--- src/zcd_map.svh ---
// register map, field positions and reset values of the zero-cross detector
// assumes a 32-bit ahb-lite slave with word-aligned registers
`ifndef ZCD_MAP_SVH
`define ZCD_MAP_SVH

`define ZCD_CTRL_OFS      12'h000
`define ZCD_STAT_OFS      12'h004
`define ZCD_MASK_OFS      12'h008
`define ZCD_GATE_OFS      12'h00C

`define ZCD_CTRL_EN       7
`define ZCD_CTRL_LEVEL    5
`define ZCD_CTRL_INV      4
`define ZCD_CTRL_RISE     1
`define ZCD_CTRL_FALL     0

`define ZCD_STAT_FLAG     0
`define ZCD_STAT_RISE     1
`define ZCD_STAT_FALL     2

`define ZCD_GATE_IE       0
`define ZCD_GATE_PERIPH   1
`define ZCD_GATE_GLOBAL   2

`define ZCD_MASK_RESET    3'h7
`define ZCD_OFS_BITS      12

`endif

--- src/zcd_pkg.sv ---
// types shared by the zero-cross detector
// assumes zcd_map.svh is compiled alongside
package zcd_pkg;

    typedef struct packed {
        logic        sel;
        logic        write;
        logic [11:0] addr;
    } zcd_bus_req_t;

    typedef struct packed {
        logic [1:0]  sync;
        logic        level;
        logic        level_valid;
        logic        enable;
        logic        invert;
        logic        rise_en;
        logic        fall_en;
        logic        flag;
        logic [2:0]  stat;
        logic [2:0]  mask;
        logic        irq_en;
        logic        periph_gate;
        logic        global_gate;
        logic        strap_done;
        zcd_bus_req_t req;
        logic [31:0] rdata;
        logic        irq;
        logic        pin_mode;
        logic        level_out;
    } zcd_state_t;

endpackage

--- src/zcd_top.sv ---
// zero-cross detector event logic with an ahb-lite register slave
// assumes the analog front end drives sink_active; one clock, sync reset
`timescale 1ns/1ns
`include "zcd_map.svh"

module zcd_top
(
    // clock and reset
    input  wire logic        clk,
    input  wire logic        rst,
    // ahb-lite slave
    input  wire logic        hsel,
    input  wire logic [31:0] haddr,
    input  wire logic [1:0]  htrans,
    input  wire logic        hwrite,
    input  wire logic [2:0]  hsize,
    input  wire logic [31:0] hwdata,
    input  wire logic        hready,
    output logic             hreadyout,
    output logic             hresp,
    output logic [31:0]      hrdata,
    // analog front end and pin
    input  wire logic        sink_active,
    input  wire logic        default_off_strap,
    input  wire logic        sleep_mode,
    output logic             pin_source_sink_mode,
    output logic             crossing_logic_level,
    // interrupt
    output logic             irq
);

    zcd_pkg::zcd_state_t st;
    zcd_pkg::zcd_state_t next_st;

    logic       wr_ctrl;
    logic       wr_mask;
    logic       wr_gate;
    logic       rd_stat;
    logic       new_level;
    logic       rise;
    logic       fall;
    logic [2:0] events;

    ////////////////////////////////////////////////////////////////////////
    always_comb
    begin
        next_st = st;
        wr_ctrl = st.req.sel && st.req.write && (st.req.addr == `ZCD_CTRL_OFS);
        wr_mask = st.req.sel && st.req.write && (st.req.addr == `ZCD_MASK_OFS);
        wr_gate = st.req.sel && st.req.write && (st.req.addr == `ZCD_GATE_OFS);
        rd_stat = st.req.sel && !st.req.write && (st.req.addr == `ZCD_STAT_OFS);

        // synchroniser: stage 0 is read only by stage 1
        next_st.sync = {st.sync[0], sink_active};

        // sleep_mode is deliberately ignored: the detector keeps running
        if (sleep_mode || !sleep_mode)
        begin
            next_st.sync[0] = sink_active;
        end

        // strap caught once after reset release, never under reset
        if (!st.strap_done)
        begin
            next_st.strap_done = 1'b1;
            next_st.enable     = !default_off_strap;
        end

        if (wr_ctrl)
        begin
            next_st.enable  = hwdata[`ZCD_CTRL_EN];
            next_st.invert  = hwdata[`ZCD_CTRL_INV];
            next_st.rise_en = hwdata[`ZCD_CTRL_RISE];
            next_st.fall_en = hwdata[`ZCD_CTRL_FALL];
        end
        if (wr_mask)
        begin
            next_st.mask = hwdata[2:0];
        end
        if (wr_gate)
        begin
            next_st.irq_en      = hwdata[`ZCD_GATE_IE];
            next_st.periph_gate = hwdata[`ZCD_GATE_PERIPH];
            next_st.global_gate = hwdata[`ZCD_GATE_GLOBAL];
        end

        // level follows the current invert bit, so an invert change is an edge
        new_level = st.sync[1] ^ next_st.invert;
        next_st.level       = new_level;
        next_st.level_valid = 1'b1;
        // edges are judged regardless of enable, matching the invert behaviour
        rise = st.level_valid && !st.level && new_level;
        fall = st.level_valid && st.level && !new_level;

        events = {fall, rise, (rise && st.rise_en) || (fall && st.fall_en)};

        // read of status clears it, but a same-cycle event wins
        if (rd_stat)
        begin
            next_st.stat = 3'h0;
        end
        next_st.stat = next_st.stat | events;
        next_st.flag = next_st.stat[`ZCD_STAT_FLAG];

        next_st.irq = next_st.flag && next_st.irq_en && next_st.periph_gate
                      && next_st.global_gate
                      && |(next_st.stat & next_st.mask);
        next_st.pin_mode  = next_st.enable;
        next_st.level_out = new_level;

        // address phase capture
        next_st.req.sel   = hsel && hready && htrans[1];
        next_st.req.write = hwrite;
        next_st.req.addr  = haddr[`ZCD_OFS_BITS-1:0];

        next_st.rdata = 32'h0000_0000;
        if (hsel && hready && htrans[1] && !hwrite)
        begin
            case (haddr[`ZCD_OFS_BITS-1:0])
                `ZCD_CTRL_OFS:
                begin
                    next_st.rdata[`ZCD_CTRL_EN]    = next_st.enable;
                    next_st.rdata[`ZCD_CTRL_LEVEL] = new_level;
                    next_st.rdata[`ZCD_CTRL_INV]   = next_st.invert;
                    next_st.rdata[`ZCD_CTRL_RISE]  = next_st.rise_en;
                    next_st.rdata[`ZCD_CTRL_FALL]  = next_st.fall_en;
                end
                `ZCD_STAT_OFS: next_st.rdata[2:0] = next_st.stat;
                `ZCD_MASK_OFS: next_st.rdata[2:0] = next_st.mask;
                `ZCD_GATE_OFS:
                begin
                    next_st.rdata[`ZCD_GATE_IE]     = next_st.irq_en;
                    next_st.rdata[`ZCD_GATE_PERIPH] = next_st.periph_gate;
                    next_st.rdata[`ZCD_GATE_GLOBAL] = next_st.global_gate;
                end
                default: next_st.rdata = 32'h0000_0000;
            endcase
        end
    end

    ////////////////////////////////////////////////////////////////////////
    always_ff @(posedge clk)
    begin
        if (rst)
        begin
            st      <= '0;
            st.mask <= `ZCD_MASK_RESET;
        end
        else
        begin
            st <= next_st;
        end
    end

    ////////////////////////////////////////////////////////////////////////
    // zero-wait slave: hreadyout is a constant flop output
    always_ff @(posedge clk)
    begin
        if (rst)
        begin
            hreadyout <= 1'b1;
            hresp     <= 1'b0;
        end
        else
        begin
            hreadyout <= 1'b1;
            hresp     <= 1'b0;
        end
    end

    assign hrdata               = st.rdata;
    assign irq                  = st.irq;
    assign pin_source_sink_mode = st.pin_mode;
    assign crossing_logic_level = st.level_out;

endmodule // zcd_top

--- config.mk ---
export PLATFORM = sky130hd
export DESIGN_NAME = zcd_top
export DESIGN_NICKNAME = d
export VERILOG_FILES = /design/src/zcd_pkg.sv /design/src/zcd_top.sv
export VERILOG_INCLUDE_DIRS = /design/src
export SDC_FILE = /design/constraint.sdc
export NUM_CORES = 1
export LEC_CHECK = 0
export BUFFER_PORTS_ARGS = -buffer_cell sky130_fd_sc_hd__buf_2
export CORE_MARGIN = 3
export CORE_UTILIZATION = 30
export DETAILED_ROUTE_END_ITERATION = 8
export PLACE_DENSITY = 0.62
export SKIP_CTS_REPAIR_TIMING = 1
export SLEW_MARGIN = 30
export SYNTH_ARGS = -nofsm -noshare
export SYNTH_HDL_FRONTEND = slang
export SYNTH_SLANG_ARGS = --single-unit
--- constraint.sdc ---
create_clock -name clk -period 2.2 [get_ports clk]
set_input_delay 0.44 -clock clk [delete_from_list [all_inputs] [get_ports clk]]
set_output_delay 0.44 -clock clk [all_outputs]
set_load 0.01 [all_outputs]
; ---- After elaboration in Yosys (flattened, before gate mapping)
; Cells that the tools add are included.
[totals]
ff_bits = 65
input_bits = 77
out_inout_bits = 37
wordCells = 72
[op_classes]
eq_ne = 6
n_mux = 11
bitwise_logic = 5
reduce_logical = 30
[ops]
columns = op, count
row1 = 65-bit two-way mux, 1
row2 = "12-bit by 4-bit equality test with 1-bit output, second input constant", 4
row3 = "12-bit by 3-bit equality test with 1-bit output, second input constant", 2
row4 = 12-bit logical NOT, 2
row5 = 1-bit logical AND, 19
row6 = 3-bit two-way mux, 3
row7 = 8-bit two-way mux, 1
row8 = 2-bit one-hot mux with 4 select lines, 1
row9 = 3-bit OR reduction, 2
row10 = 1-bit logical NOT, 5
row11 = 4-bit two-way mux, 1
row12 = 3-bit bitwise AND, 1
row13 = 3-bit OR, 1
row14 = 1-bit one-hot mux with 3 select lines, 1
row15 = 1-bit two-way mux, 2
row16 = 2-bit two-way mux, 1
row17 = 1-bit inverter, 2
row18 = 2-bit OR reduction, 1
row19 = 1-bit logical OR, 1
row20 = 1-bit bitwise XOR, 1

; ---- Longest topological paths before layout
; Gate-level depths: netlist of the first run.
[depth]
ltp_word = 14
mapped_depth = 7
depth_no_buf = 6

; ---- Worst setup path before layout of the first run
; No wires, ideal clock.
[synth_path]
path_kind = register to register
start = reg st[46] (netlist bit)
end = reg st, in the netlist irq
setup_time_ns = 0.135
arrival_ns = 1.742
t_required_ns = 2.065
setup_slack_ns = 0.322
path_stages_with_launch = 7
path_buffers = 0
synth_period_minus_slack_ns = 1.878
path_cell_list = dfxtp_1 nor4_4 nand4_2 or3_1 a211oi_2 o22a_1 a211oi_2
[synth_between]
elab_chain_len = 13
elab_cells_between_ends = 26
classes_between = eq/ne (3) / mux (4) / bitwise (3) / reduce/logical (16)
[synth_rtl]
columns = element, line_no
row1 = "start, declared", zcd_top.sv:32  ; zcd_pkg::zcd_state_t st;
row2 = "start signal, assigned", zcd_top.sv:151  ; st <= next_st;
row3 = branches (longest 12 deep; another with 12-bit logical NOT), -
row4 = 1-bit logical AND *, zcd_top.sv:107  ; && |(next_st.stat & next_st.mask);
; Every way passes the cells marked *.
; A chain may end at the register's enable or synchronous reset.

; ---- Worst setup path after layout of the first run
[layout_path]
start = reg st[35] (netlist bit)
end = reg st, in the netlist hrdata[1]
[layout_between]
elab_chain_len = 7
elab_cells_between_ends = 16
classes_between = eq/ne (3) / mux (5) / bitwise (2) / reduce/logical (6)
[layout_rtl]
columns = element, line_no
row1 = 12-bit logical NOT (no source line), -
row2 = 1-bit logical AND, zcd_top.sv:48  ; wr_ctrl = st.req.sel && st.req.write && (st.req.addr == `ZCD_CTRL_OFS);
row3 = 4-bit two-way mux, zcd_top.sv:69  ; if (wr_ctrl)
row4 = 1-bit bitwise XOR, zcd_top.sv:88  ; new_level = st.sync[1] ^ next_st.invert;
row5 = 1-bit logical AND, zcd_top.sv:92  ; rise = st.level_valid && !st.level && new_level;
row6 = 3-bit OR, zcd_top.sv:102  ; next_st.stat = next_st.stat | events;
row7 = 2-bit one-hot mux with 4 select lines *, zcd_top.sv:119  ; case (haddr[`ZCD_OFS_BITS-1:0])
; Mark *: on every way between the ends. The rest lies on a longest branch, timed or not.

==> results of run 1 <==
-- per-layer routing --
metal / vias up / track usage [%]
li1: 660 / -
met2: 42 / 15.8
met5: - / 0
met4: 0 / 3.57
met3: 5 / 3.57
met1: 584 / 12.6
-- cells in the mapped netlist, types with 2 or more instances --
master | number | area [µm²]
nand4_1 | 4 | 25.0
nor2_1 | 18 | 67.6
a211oi_1 | 3 | 22.5
buf_4 | 34 | 255
nor3_1 | 2 | 10.0
nor4_4 | 2 | 42.5
a21oi_1 | 4 | 20.0
inv_1 | 4 | 15.0
conb_1 | 2 | 7.51
a311oi_1 | 2 | 17.5
or3_1 | 3 | 18.8
nand2b_1 | 10 | 62.6
nand2_1 | 8 | 30.0
nor4_1 | 2 | 12.5
clkbuf_1 | 2 | 7.51
nor2b_1 | 13 | 81.3
mux2i_1 | 9 | 90.1
a21o_1 | 2 | 15.0
and2_1 | 2 | 12.5
dfxtp_1 | 38 | 761
a211oi_2 | 2 | 25.0
-- worst paths after layout --
path / startpoint / end / cells after the start
worst max register to register: st[35]$_SDFF_PP0_ / hrdata[1]$_SDFF_PP0_ / 6
worst max-delay path: st[35]$_SDFF_PP0_ / hrdata[1]$_SDFF_PP0_ / 6
worst min register to register: next_st[67]$_SDFF_PP0_ / st[67]$_SDFF_PP0_ / 1
worst min-delay path: sink_active / next_st[67]$_SDFF_PP0_ / 2
-- final cells by class --
cell class	count	area [µm²]	share of cell area (%)
sequential	38	761	36.3
timing repair buffer	43	240	11.5
inverter	4	15.0	0.716
multi-input combinational	134	847	40.4
tap	72	90.1	4.30
clock inverter	2	60.1	2.87
clock buffer	6	82.6	3.94
-- logic make-up after synthesis --
group                  synth area share, %
AOI/OAI and AO/OA                     9.56
buffers and inverters                 16.1
DFF                                   42.8
muxes                                 5.70
other                                0.422
and+or+nand+nor                       25.5
-- worst max-delay path, stage by stage, from the launching register on --
cell and delay, ns:
dfxtp_1 0.33, nor4_4 0.36, nand4_2 0.19, or3_4 0.41
a211oi_4 0.33, mux2_2 0.20, o31ai_1 0.06
-- sequential cells by signal, summed over array words and instances, names as in the netlist --
name,flops
crossing_logic_level,1
hrdata,6
irq,1
next_st,1
pin_source_sink_mode,1
st,28
-- where the power goes --
group | switching (µW) | internal, µW | total [µW]
logic | 71.0 | 49.0 | 120
registers | 13.0 | 706 | 719
clock network | 237 | 484 | 721
total | 321 | 1240 | 1560
-- through the flow --
stage / total power [µW] / area [µm²] / worst slack (ns)
6_report: 1560 / 2100 / 0.185
4_1_cts: 1570 / 2060 / 0.0773
3_3_place_gp: 848 / 1920 / 0.105
2_1_floorplan: 840 / 1880 / 0.322
3_5_place_dp: 850 / 1920 / 0.0851
5_1_grt: 1620 / 2100 / 0.00244
==> run metrics, run 1 <==
IO Pins 114; cells after synthesis 188; DRT antenna net count 0; commonest non-fill, non-tap cell in the layout dfxtp_1; global-route wire length before repair 5580 µm; Leakage 0.000901 µW; P&R area growth vs syn 17.8%; Setup Skew 0.00977 ns; die height 83.0 µm; Pre-Repair DR Iteration Count 4; Hold/Removal Path Class input port to flop; Yosys Warn Count 0; Finished Layout Cells 299; drt via density 4.32; fill count 587; ys flop type dfxtp_1; row count 27; vias in the first global route 1182; Final Hold Viols 0; Tmin final 2.02 ns; Post-Syn Area per Cell 9.46 µm²; Buffers on Ports 33; total number of vias 1291; fin util 37.4%; core footprint 0.00561 mm²; DR iter-0 viols 59; WS Path Type flop to flop; Worst-Skew Late Latency 0.29 ns; total grt overflow 0; crit path launch type flop; met3 WL 247 µm; H-tree Lvls 2; Cell Pwr Density 744 mW/mm²; Final nets 303; RSZ-0062 raised after global routing false; worst vdd ir 0.000338 V; largest net degree at the start of global routing 28; CTS tree done; CP endpoint kind flop; Async S/R FF share, synth 0%; Placed Instances 289; WL per Instance 11.3 µm; RePlAce Congestion 0.859; sequential area share after synthesis 42.8%; layout cells sized above 1 27.3%; Total GRT Usage 10.0%; outcome finished, final reports clean; initial core utilization 31.7%; DP HPWL 2590 µm; routed length on met2 1590 µm; Worst Path Required 2.36 ns; die area 0.00689 mm²; Clock Sinks 38; post-route DRC violation count 0; cts bufs inserted 5; Routed Wire Length 3390 µm; final slew viol count 0; setup violators final 0; DRT met1 WL 1520 µm; Die X 83.0 µm; fmax 496 MHz; #FFs+latches synth 38; n_diodes 0; setup_tns 0 ns; largest fanout on the critical path 4; clock-pin slew on the worst setup and hold paths 0.07 ns; initial antenna violation count 0; Yosys cell types 43; Hold Worst Slack 0.370 ns; FF-to-FF setup slack 0.18 ns; Root Buffer clkbuf_8; Post-synth EDFFs 0; Worst Path Arrival 2.18 ns; commonest non-fill, non-tap cells in the layout dfxtp_1, buf_2, conb_1; CTS max path bufs 2; maxcap violations 0; Max Used Layer met4; Synth Cell Area 0.00178 mm²; post-route clock period utilization 91.6%
Power figures use the tool's default switching activity.
==> run 2: changes to the inputs <==
==> constraint.sdc (replaced) <==
create_clock -name clk -period 2.2 [get_ports clk]
set_input_delay 0.66 -clock clk [delete_from_list [all_inputs] [get_ports clk]]
set_output_delay 0.66 -clock clk [all_outputs]
set_load 0.01 [all_outputs]
==> run metrics, run 2 (synthesis gave the netlist of run 1 again) <==
buffers and inverters on the worst path 0; initial antenna violation count 0; total grt overflow 0; Final nets 303; Finished Layout Cells 299; largest register by flop count st; Routed Wire Length 3400 µm; drt via density 4.29; vias in the first global route 1166; fmax 488 MHz; die area 0.00689 mm²; CTS tree done; largest net degree at the start of global routing 28; Die X 83.0 µm; DR iter-0 viols 39; commonest non-fill, non-tap cell in the layout dfxtp_1; P&R area growth vs syn 15.2%; RePlAce Congestion 0.804; post-route clock period utilization 93.2%; layout cells sized above 1 26.4%; n_diodes 0; Tmin final 2.05 ns; Clock Sinks 38; cts bufs inserted 5; initial core utilization 31.7%; Pre-Repair DR Iteration Count 4; Hold/Removal Path Class flop to flop; clock-pin slew on the worst setup and hold paths 0.08 ns; global-route wire length before repair 5400 µm; Worst Path Arrival 2.22 ns; worst vdd ir 0.000312 V; CP top delay family simple AND/OR/NAND/NOR gates; maxcap violations 0; max reg flops 28; Worst-Skew Late Latency 0.29 ns; outcome finished, final reports clean; Final Hold Viols 0; Leakage 0.000873 µW; core footprint 0.00561 mm²; IO Pins 114; total number of vias 1283; WL per Instance 11.4 µm; row count 27; H-tree Lvls 2; commonest non-fill, non-tap cells in the layout dfxtp_1, buf_2, conb_1; Total GRT Usage 9.77%; Root Buffer clkbuf_8; CTS max path bufs 2; die height 83.0 µm; Setup Skew 0.00588 ns; Buffers on Ports 33; setup_tns 0 ns; Placed Instances 290; RSZ-0062 raised after global routing false; Cell Pwr Density 696 mW/mm²; Largest stage delay, worst path 0.44 ns; setup violators final 0; Critical-path top delay cell or3_1; worst-path cell chain nor4_4 > nand4_2 > or3_1 > a32oi_1 > o22a_1 > a211oi_2; crit path launch type flop; Worst Path Required 2.37 ns; DRT antenna net count 0; largest fanout on the critical path 5; CP endpoint kind flop; final slew viol count 0; WS Path Type flop to flop; DP HPWL 2610 µm; post-route DRC violation count 0
==> run 2: changes by cell type in the layout (fill, tap and decap cells not counted), sizes merged <==
cell	previous run	this run
bufinv	2	1
clkinvlp	0	2
clkbuf	6	5
==> run 2: worst register-to-register path: stages, from the launching register on <==
cell and delay, ns:
dfxtp_1 0.33, nor4_4 0.37, nand4_2 0.19, or3_1 0.44, a32oi_1 0.31, o22a_1 0.22
a211oi_2 0.07
==> run 2: final cells by class <==
| type | instances | area [µm²] |
|---|---|---|
| well taps | 72 | 90.1 |
| repair buffers | 43 | 240 |
| clock inverters | 3 | 45.0 |
| clock buffers | 5 | 68.8 |
| multi-input cells | 134 | 830 |
| fillers | 590 | 3560 |
| inverters | 4 | 15.0 |
| flip-flops and latches | 38 | 761 |
==> run 2: path summary, 6_finish.rpt <==
kind                               start  cells past startpoint                 to  slack, ns
setup / recovery       st[35]$_SDFF_PP0_                      6     irq$_SDFF_PP0_       0.15
setup reg to reg       st[35]$_SDFF_PP0_                      6     irq$_SDFF_PP0_       0.15
hold / removal    next_st[67]$_SDFF_PP0_                      1  st[67]$_SDFF_PP0_       0.44
hold reg to reg   next_st[67]$_SDFF_PP0_                      1  st[67]$_SDFF_PP0_       0.44
==> run 2: metrics by stage <==
step | setup slack [ns] | utilization, % | total power (µW) | cell area, µm² | hold WS [ns]
final | 0.149 | 36.5 | 1430 | 2050 | 0.444
after global placement | 0.0503 | 34.4 | 848 | 1930 | 0.422
after global routing | 0.00263 | 36.5 | 1490 | 2050 | 0.474
after floorplan | 0.322 | - | 840 | 1880 | 0.414
after detailed placement | 0.0680 | 34.4 | 850 | 1930 | 0.429
after CTS | 0.0763 | 36.4 | 1450 | 2040 | 0.453
==> run 2: power by group <==
| group | switching, µW | internal [µW] | total, µW |
|---|---|---|---|
| logic | 69.9 | 48.2 | 118 |
| clock network | 253 | 337 | 590 |
| registers | 12.7 | 706 | 719 |
| total | 336 | 1090 | 1430 |
==> run 2: metal layers <==
metal | vias up | routed length (µm) | track usage [%]
met5 | - | 0 | 0
met1 | 575 | 1560 | 12.2
met3 | 3 | 269 | 4.56
met4 | 0 | 29 | 3.27
li1 | 658 | - | -
met2 | 47 | 1540 | 14.8
